[src/logic/ivp_defs.svh]
// Vector addresses, source indices and level encodings for the interrupt vector/priority block
`ifndef IVP_DEFS_SVH
`define IVP_DEFS_SVH

`define IVP_VEC_W 16
`define IVP_LVL_W 2
`define IVP_LVL_TOP 2'h3
`define IVP_NUM_MASKABLE 18
`define IVP_NUM_FIXED 6

// Fixed-level vectors
`define IVP_VEC_RESET 16'h0000
`define IVP_VEC_STACK 16'h0002
`define IVP_VEC_TRACE 16'h0004
`define IVP_VEC_SWINT 16'h0006
`define IVP_VEC_NMI 16'h001e
`define IVP_VEC_ILLEGAL 16'h003e

// Maskable vectors
`define IVP_VEC_REQ_A 16'h0008
`define IVP_VEC_REQ_B 16'h000a
`define IVP_VEC_TX_LEFT 16'h0010
`define IVP_VEC_TX_RIGHT 16'h0012
`define IVP_VEC_TX_EXC 16'h0014
`define IVP_VEC_RX_LEFT 16'h0016
`define IVP_VEC_RX_RIGHT 16'h0018
`define IVP_VEC_RX_EXC 16'h001a
`define IVP_VEC_TX_LEFT_ALT 16'h0040
`define IVP_VEC_TX_RIGHT_ALT 16'h0042
`define IVP_VEC_TX_EXC_ALT 16'h0044
`define IVP_VEC_RX_LEFT_ALT 16'h0046
`define IVP_VEC_RX_RIGHT_ALT 16'h0048
`define IVP_VEC_RX_EXC_ALT 16'h004a
`define IVP_VEC_HOST_TX 16'h0020
`define IVP_VEC_HOST_UNDER 16'h0022
`define IVP_VEC_HOST_NEMPTY 16'h0024
`define IVP_VEC_HOST_FULL 16'h0028
`define IVP_VEC_HOST_OVER 16'h002a
`define IVP_VEC_HOST_BUSERR 16'h002c
`define IVP_VEC_MEM_WR 16'h0030
`define IVP_VEC_MEM_RD 16'h0032
`define IVP_VEC_MEM_WRAP0 16'h0034
`define IVP_VEC_MEM_WRAP1 16'h0036

// Maskable source indices, in descending in-level priority order
`define IVP_SRC_REQ_A 0
`define IVP_SRC_REQ_B 1
`define IVP_SRC_RX_EXC 2
`define IVP_SRC_TX_EXC 3
`define IVP_SRC_RX_LEFT 4
`define IVP_SRC_TX_LEFT 5
`define IVP_SRC_RX_RIGHT 6
`define IVP_SRC_TX_RIGHT 7
`define IVP_SRC_HOST_BUSERR 8
`define IVP_SRC_HOST_OVER 9
`define IVP_SRC_HOST_UNDER 10
`define IVP_SRC_HOST_FULL 11
`define IVP_SRC_HOST_TX 12
`define IVP_SRC_HOST_NEMPTY 13
`define IVP_SRC_MEM_WRAP0 14
`define IVP_SRC_MEM_WRAP1 15
`define IVP_SRC_MEM_RD 16
`define IVP_SRC_MEM_WR 17

// Fixed-level source indices, in descending priority order
`define IVP_FIX_RESET 0
`define IVP_FIX_ILLEGAL 1
`define IVP_FIX_NMI 2
`define IVP_FIX_STACK 3
`define IVP_FIX_TRACE 4
`define IVP_FIX_SWINT 5

`endif

[src/logic/ivp_pkg.sv]
// Types shared by the interrupt vector/priority block
`default_nettype none
`include "ivp_defs.svh"

package ivp_pkg;
    typedef logic [`IVP_VEC_W-1:0] ivp_vec_t;
    typedef logic [`IVP_LVL_W-1:0] ivp_lvl_t;

    // Level-3 requests, one bit per source
    typedef struct packed {
        logic software_interrupt;
        logic trace;
        logic stack_error;
        logic nmi;
        logic illegal;
        logic hw_reset;
    } ivp_fixed_req_s;

    // Maskable requests grouped by peripheral
    typedef struct packed {
        logic ext_request_a;
        logic ext_request_b;
        logic audio_tx_left;
        logic audio_tx_right;
        logic audio_tx_exc;
        logic audio_rx_left;
        logic audio_rx_right;
        logic audio_rx_exc;
        logic host_tx_data;
        logic host_tx_underrun;
        logic host_rx_not_empty;
        logic host_rx_full;
        logic host_rx_overrun;
        logic host_bus_error;
        logic mem_write_data;
        logic mem_read_data;
        logic mem_wrap_0;
        logic mem_wrap_1;
    } ivp_mask_req_s;

    // Priority level per request line or peripheral port, 0..2 when enabled
    typedef struct packed {
        ivp_lvl_t ext_request_a;
        ivp_lvl_t ext_request_b;
        ivp_lvl_t serial_audio_port;
        ivp_lvl_t serial_host_port;
        ivp_lvl_t external_memory_port;
    } ivp_levels_s;

    typedef struct packed {
        logic valid;
        ivp_lvl_t priority_level;
        ivp_vec_t vector;
    } ivp_grant_s;
endpackage

`default_nettype wire

[src/logic/ivp_arbiter.sv]
// Interrupt vector and priority arbiter for the processor core
// Summary of operation
// Reset, stack error, trace and software interrupt vector to 0000, 0002, 0004 and 0006 at level 3.
// The non-maskable interrupt vectors to 001e and the illegal-instruction trap to 003e, both at level 3.
// External request A vectors to 0008 and B to 000a, each at a programmable level 0 to 2.
// With the transmit select low, left, right and exception transmit use 0010, 0012 and 0014.
// With the transmit select high, those transmit vectors move to 0040, 0042 and 0044.
// With the receive select low, left, right and exception receive use 0016, 0018 and 001a.
// With the receive select high, those receive vectors move to 0046, 0048 and 004a.
// Host transmit data, underrun and receive-not-empty vector to 0020, 0022 and 0024.
// Host receive full, overrun and bus error vector to 0028, 002a and 002c.
// Memory write data, read data, pointer 0 wrap and pointer 1 wrap use 0030, 0032, 0034, 0036.
// Request lines and all audio, host and memory sources are maskable at level 0, 1 or 2.
// Level-3 order is reset, illegal, non-maskable, stack error, trace, software interrupt.
// Maskable order starts request A, B, rx exc, tx exc, left rx, left tx, right rx, right tx.
// Then host bus error, overrun, underrun, rx full, tx data, rx not empty, wrap 0, wrap 1, read, write.
// The highest pending enabled level wins first, the fixed in-level order breaks ties.
// Reserved vector slots are never produced.
`timescale 1ns/100ps
`default_nettype none
`include "ivp_defs.svh"

module ivp_arbiter (
    // Clock and reset
    input wire logic mclk_i,
    input wire logic reset_n_i,
    // Requests from peripherals and core
    input wire ivp_pkg::ivp_fixed_req_s fixed_req_i,
    input wire ivp_pkg::ivp_mask_req_s mask_req_i,
    // Configuration from the core mask logic
    input wire ivp_pkg::ivp_levels_s levels_i,
    input wire logic [`IVP_LVL_W-1:0] core_mask_level_i,
    input wire logic audio_tx_vector_select_i,
    input wire logic audio_rx_vector_select_i,
    // Chosen request to the core
    output ivp_pkg::ivp_grant_s grant_o
);
    import ivp_pkg::*;

    localparam int NSRC = `IVP_NUM_MASKABLE;

    // Per-source level enable: 2'h3 on a maskable source means disabled
    ivp_lvl_t src_lvl [NSRC];
    logic [NSRC-1:0] src_req;
    ivp_vec_t src_vec [NSRC];
    logic [NSRC-1:0] src_en;
    logic [`IVP_NUM_FIXED-1:0] fix_req;
    ivp_grant_s grant_d;
    ivp_grant_s grant_q;

    always_comb begin
        src_req[`IVP_SRC_REQ_A] = mask_req_i.ext_request_a;
        src_req[`IVP_SRC_REQ_B] = mask_req_i.ext_request_b;
        src_req[`IVP_SRC_RX_EXC] = mask_req_i.audio_rx_exc;
        src_req[`IVP_SRC_TX_EXC] = mask_req_i.audio_tx_exc;
        src_req[`IVP_SRC_RX_LEFT] = mask_req_i.audio_rx_left;
        src_req[`IVP_SRC_TX_LEFT] = mask_req_i.audio_tx_left;
        src_req[`IVP_SRC_RX_RIGHT] = mask_req_i.audio_rx_right;
        src_req[`IVP_SRC_TX_RIGHT] = mask_req_i.audio_tx_right;
        src_req[`IVP_SRC_HOST_BUSERR] = mask_req_i.host_bus_error;
        src_req[`IVP_SRC_HOST_OVER] = mask_req_i.host_rx_overrun;
        src_req[`IVP_SRC_HOST_UNDER] = mask_req_i.host_tx_underrun;
        src_req[`IVP_SRC_HOST_FULL] = mask_req_i.host_rx_full;
        src_req[`IVP_SRC_HOST_TX] = mask_req_i.host_tx_data;
        src_req[`IVP_SRC_HOST_NEMPTY] = mask_req_i.host_rx_not_empty;
        src_req[`IVP_SRC_MEM_WRAP0] = mask_req_i.mem_wrap_0;
        src_req[`IVP_SRC_MEM_WRAP1] = mask_req_i.mem_wrap_1;
        src_req[`IVP_SRC_MEM_RD] = mask_req_i.mem_read_data;
        src_req[`IVP_SRC_MEM_WR] = mask_req_i.mem_write_data;
    end

    always_comb begin
        src_lvl[`IVP_SRC_REQ_A] = levels_i.ext_request_a;
        src_lvl[`IVP_SRC_REQ_B] = levels_i.ext_request_b;
        for (int i = `IVP_SRC_RX_EXC; i <= `IVP_SRC_TX_RIGHT; i++) begin
            src_lvl[i] = levels_i.serial_audio_port;
        end
        for (int i = `IVP_SRC_HOST_BUSERR; i <= `IVP_SRC_HOST_NEMPTY; i++) begin
            src_lvl[i] = levels_i.serial_host_port;
        end
        for (int i = `IVP_SRC_MEM_WRAP0; i <= `IVP_SRC_MEM_WR; i++) begin
            src_lvl[i] = levels_i.external_memory_port;
        end
    end

    // Vector table; the alternate audio table follows the select bits
    always_comb begin
        src_vec[`IVP_SRC_REQ_A] = `IVP_VEC_REQ_A;
        src_vec[`IVP_SRC_REQ_B] = `IVP_VEC_REQ_B;
        if (audio_tx_vector_select_i) begin
            src_vec[`IVP_SRC_TX_LEFT] = `IVP_VEC_TX_LEFT_ALT;
            src_vec[`IVP_SRC_TX_RIGHT] = `IVP_VEC_TX_RIGHT_ALT;
            src_vec[`IVP_SRC_TX_EXC] = `IVP_VEC_TX_EXC_ALT;
        end else begin
            src_vec[`IVP_SRC_TX_LEFT] = `IVP_VEC_TX_LEFT;
            src_vec[`IVP_SRC_TX_RIGHT] = `IVP_VEC_TX_RIGHT;
            src_vec[`IVP_SRC_TX_EXC] = `IVP_VEC_TX_EXC;
        end
        if (audio_rx_vector_select_i) begin
            src_vec[`IVP_SRC_RX_LEFT] = `IVP_VEC_RX_LEFT_ALT;
            src_vec[`IVP_SRC_RX_RIGHT] = `IVP_VEC_RX_RIGHT_ALT;
            src_vec[`IVP_SRC_RX_EXC] = `IVP_VEC_RX_EXC_ALT;
        end else begin
            src_vec[`IVP_SRC_RX_LEFT] = `IVP_VEC_RX_LEFT;
            src_vec[`IVP_SRC_RX_RIGHT] = `IVP_VEC_RX_RIGHT;
            src_vec[`IVP_SRC_RX_EXC] = `IVP_VEC_RX_EXC;
        end
        src_vec[`IVP_SRC_HOST_TX] = `IVP_VEC_HOST_TX;
        src_vec[`IVP_SRC_HOST_UNDER] = `IVP_VEC_HOST_UNDER;
        src_vec[`IVP_SRC_HOST_NEMPTY] = `IVP_VEC_HOST_NEMPTY;
        src_vec[`IVP_SRC_HOST_FULL] = `IVP_VEC_HOST_FULL;
        src_vec[`IVP_SRC_HOST_OVER] = `IVP_VEC_HOST_OVER;
        src_vec[`IVP_SRC_HOST_BUSERR] = `IVP_VEC_HOST_BUSERR;
        src_vec[`IVP_SRC_MEM_WR] = `IVP_VEC_MEM_WR;
        src_vec[`IVP_SRC_MEM_RD] = `IVP_VEC_MEM_RD;
        src_vec[`IVP_SRC_MEM_WRAP0] = `IVP_VEC_MEM_WRAP0;
        src_vec[`IVP_SRC_MEM_WRAP1] = `IVP_VEC_MEM_WRAP1;
    end

    // A source counts only if enabled and its level is at or above the core mask
    always_comb begin
        for (int i = 0; i < NSRC; i++) begin
            src_en[i] = src_req[i] && (src_lvl[i] != `IVP_LVL_TOP)
                && (src_lvl[i] >= core_mask_level_i);
        end
    end

    always_comb begin
        fix_req[`IVP_FIX_RESET] = fixed_req_i.hw_reset;
        fix_req[`IVP_FIX_ILLEGAL] = fixed_req_i.illegal;
        fix_req[`IVP_FIX_NMI] = fixed_req_i.nmi;
        fix_req[`IVP_FIX_STACK] = fixed_req_i.stack_error;
        fix_req[`IVP_FIX_TRACE] = fixed_req_i.trace;
        fix_req[`IVP_FIX_SWINT] = fixed_req_i.software_interrupt;
    end

    function automatic ivp_vec_t fixed_vec(input int idx);
        case (idx)
            `IVP_FIX_RESET: fixed_vec = `IVP_VEC_RESET;
            `IVP_FIX_ILLEGAL: fixed_vec = `IVP_VEC_ILLEGAL;
            `IVP_FIX_NMI: fixed_vec = `IVP_VEC_NMI;
            `IVP_FIX_STACK: fixed_vec = `IVP_VEC_STACK;
            `IVP_FIX_TRACE: fixed_vec = `IVP_VEC_TRACE;
            default: fixed_vec = `IVP_VEC_SWINT;
        endcase
    endfunction

    // Level first, then index order; lower index wins a tie by scanning downward
    always_comb begin
        grant_d = '0;
        for (int i = `IVP_NUM_FIXED - 1; i >= 0; i--) begin
            if (fix_req[i]) begin
                grant_d.valid = 1'b1;
                grant_d.priority_level = `IVP_LVL_TOP;
                grant_d.vector = fixed_vec(i);
            end
        end
        if (!grant_d.valid) begin
            for (int i = NSRC - 1; i >= 0; i--) begin
                if (src_en[i] && (!grant_d.valid
                        || src_lvl[i] >= grant_d.priority_level)) begin
                    grant_d.valid = 1'b1;
                    grant_d.priority_level = src_lvl[i];
                    grant_d.vector = src_vec[i];
                end
            end
        end
    end

    // Only table entries reach the output, so reserved slots cannot appear
    always_ff @(posedge mclk_i) begin
        if (!reset_n_i) begin
            grant_q <= '0;
        end else begin
            grant_q <= grant_d;
        end
    end

    assign grant_o = grant_q;
endmodule

`default_nettype wire

[config.mk]
export PLATFORM = sky130hd
export DESIGN_NAME = ivp_arbiter
export DESIGN_NICKNAME = d
export VERILOG_FILES = /design/src/logic/ivp_pkg.sv /design/src/logic/ivp_arbiter.sv
export VERILOG_INCLUDE_DIRS = /design/src /design/src/logic
export SDC_FILE = /design/constraint.sdc
export NUM_CORES = 1
export LEC_CHECK = 0
export CAP_MARGIN = 40
export CELL_PAD_IN_SITES_DETAIL_PLACEMENT = 0
export CELL_PAD_IN_SITES_GLOBAL_PLACEMENT = 1
export CORE_UTILIZATION = 51
export DETAILED_ROUTE_END_ITERATION = 6
export DONT_BUFFER_PORTS = 1
export HOLD_SLACK_MARGIN = 0.05
export PLACE_DENSITY_LB_ADDON = 0.12
export SLEW_MARGIN = 40
export SYNTH_ARGS = -nofsm -noshare
export SYNTH_HDL_FRONTEND = slang
export SYNTH_SLANG_ARGS = --single-unit
export TNS_END_PERCENT = 1
[constraint.sdc]
create_clock -name mclk_i -period 72.2 [get_ports mclk_i]
set_input_delay 10.83 -clock mclk_i [delete_from_list [all_inputs] [get_ports mclk_i]]
set_output_delay 10.83 -clock mclk_i [all_outputs]
set_load 0.02 [all_outputs]
==> results.json <==
{
  "ir_worst_vdd_v": 0.0000119,
  "synth_ff_type": "dfxtp_1",
  "fillers": 516,
  "hp-start": "reset_n_i",
  "cts_hold_buf": 0,
  "ys_async_sr_fraction_pct": 0,
  "dr_wl_met2_mm": 3.07,
  "clk_transition_reported_paths_ns": 0.04,
  "die_area_um2": 5720,
  "synthCells": 369,
  "layout-drive-gt1-share_pct": 9.70,
  "hold-path-cell-count": 1,
  "rsz0062_at_grt": "no",
  "grtUsageTotal_pct": 24.4,
  "top_layer": "met4",
  "syn_avg_cell_area_um2": 7.49,
  "hold_class": "input pin to flip-flop",
  "cap_violations": 0,
  "dp_hpwl_mm": 5.61,
  "dpl_cell_area_um2": 2750,
  "fin_total_pwr_uw": 44.5,
  "std_cell_rows": 26,
  "place.gp.congestion": 0.816,
  "slew_headroom_pct": 51.5,
  "path_max_fanout": 11,
  "ys_seq_area_share_pct": 6.52,
  "post_cts_buffers": 0,
  "fin_setup_tns_ns": 0,
  "cpPeakStageDelay_ns": 0.48,
  "yosysWarnings": 0,
  "synth_edf_count": 0,
  "grt_pass1_wl_mm": 10.8,
  "cts_root_buffer": "clkbuf_8",
  "grt_overflow": 0,
  "syn_to_final_growth_pct": 1.13,
  "start_kind": "input pin",
  "cts_buffers": 3,
  "ys_ff_latch": 9,
  "status": "finished, final reports clean",
  "antenna_found_initial": 0,
  "end_kind": "flip-flop",
  "min_period_ns": 33.26,
  "worst_ep_arrival_time_ns": 33.41,
  "post-route-period-util_pct": 46.1,
  "fmax_mhz": 30.1,
  "fin_area_um2": 2790,
  "drc_errors": 0,
  "drt-vias-per-instance": 6.21,
  "syn_area_um2": 2760,
  "cts.sinks": 9,
  "ant_nets": 0,
  "powerDensity_nw_per_um2": 15.9,
  "slowest_stage": "o21ai_0",
  "die_w_um": 75.6,
  "start_util_pct": 53.4,
  "slew_viol_final": 0,
  "final_nets": 436,
  "grt_pass1_vias": 2299,
  "port_buffers": 0,
  "whs_endpoint": "grant_o[3]",
  "drt-total-wl_mm": 6.90,
  "cts_tree": "yes",
  "detail_route.wl_per_cell_um": 16.0,
  "cts_buffer_depth": 2,
  "crit_top_cell": "ha_1",
  "required_ns": 72.35,
  "first_iter_violations": 125,
  "worstMarginPinSlew_ns": 0.724,
  "hold_viol": 0,
  "power.leakage_nw": 1.16,
  "wl_met3_um": 387,
  "htree_levels": 1,
  "largest_register_ffs": 9,
  "pin_count": 59,
  "coreArea_um2": 5170,
  "drt_first_pass_iters": 4,
  "wl_met1_mm": 3.38,
  "worst-setup-path-type": "input pin to flip-flop",
  "antenna_cells": 0,
  "via_count": 2675,
  "fp.dieH_um": 75.6,
  "grt_start_max_net_pins": 20,
  "synth_cell_types": 83,
  "setup_viol": 0,
  "cts_resized": 0
}
worst max-delay path by stage:
stage,from,end,depth (start not counted)
floorplan,fixed_req_i[4],grant_o[4],108
global placement,fixed_req_i[4],grant_o[4],103
detailed placement,fixed_req_i[4],grant_o[5],103
CTS,fixed_req_i[4],grant_o[5],102
global route,fixed_req_i[4],grant_o[5],103
finish,fixed_req_i[4],grant_o[5],103
per-layer routing:
metal | vias up | GRT usage (%)
li1 | 1364 | -
met1 | 1203 | 36.0
met2 | 102 | 38.8
met3 | 6 | 1.19
met4 | 0 | 6.17
met5 | - | 0
placed cells by master, fill, tap and decap left out, types with 3 or more instances in the layout:
cell type / n
a2111oi_0: 3
a21boi_0: 4
a21o_1: 4
a21oi_1: 26
a22o_1: 3
a31oi_1: 3
a32oi_1: 4
and2_1: 8
and3_1: 7
clkbuf_8: 3
conb_1: 10
dfxtp_1: 9
ha_1: 34
inv_1: 22
mux2_2: 8
mux2i_1: 4
nand2_1: 36
nand2b_1: 15
nand3_1: 11
nor2_1: 25
nor2b_1: 4
nor3_1: 9
nor3b_1: 3
o211ai_1: 4
o21a_1: 4
o21ai_0: 26
o31ai_1: 7
or3_1: 4
report_power, final:
group / total, mW / internal, mW / leakage, nW / switching [mW]
clock: 0.00570 / 0.00383 / 0.0228 / 0.00187
sequential: 0.00568 / 0.00526 / 0.0748 / 0.000417
combinational: 0.0331 / 0.0142 / 1.06 / 0.0189
total: 0.0445 / 0.0233 / 1.16 / 0.0211
critical path, delay by kind of cell:
| family | cells | cell delay (ns) |
|---|---|---|
| buf+inv | 4 | 0.50 |
| compound gates | 41 | 8.75 |
| mux | 10 | 2.97 |
| fa+ha+maj | 17 | 4.66 |
| simple gates | 31 | 5.68 |
Yosys cell counts (8+ instances only):
library cell  instances  area (µm²)
and2_1                8        50.1
nor3_1                9        45.0
ha_1                 34         425
nand3_1              11        55.1
dfxtp_1               9         180
nor2_1               25        93.8
nand2_1              36         135
nand2b_1             15        93.8
a21oi_1              26         130
inv_1                22        82.6
mux2_2                8        90.1
o21ai_0              26         130
buf_4                10        75.1
layout make-up:
| type | instances | area, µm² | area share (%) |
|---|---|---|---|
| clock buffer | 4 | 45.0 | 1.61 |
| multi-input combinational | 325 | 2390 | 85.6 |
| inverter | 22 | 82.6 | 2.96 |
| tap | 70 | 87.6 | 3.13 |
| sequential | 9 | 180 | 6.45 |
| timing repair buffer | 1 | 7.51 | 0.269 |
metrics by stage:
stage	instances	hold WS, ns	worst slack [ns]	util [%]
final	431	10.72	38.94	54.0
after global routing	431	10.72	37.06	54.0
after CTS	431	10.71	39.08	54.0
after detailed placement	427	10.95	38.88	53.1
after global placement	426	10.96	38.69	53.0
after floorplan	378	10.99	41.21	-
cell families after synthesis:
group / count (synthesis) / share of synthesized area (%)
compound gates: 127 / 35.8
buf+inv: 44 / 8.15
mux: 12 / 4.71
xor+xnor: 1 / 0.317
other cells: 1 / 0.136
flops: 9 / 6.52
simple gates: 139 / 28.3
fa+ha+maj: 36 / 16.1
Power figures use the tool's default switching activity.
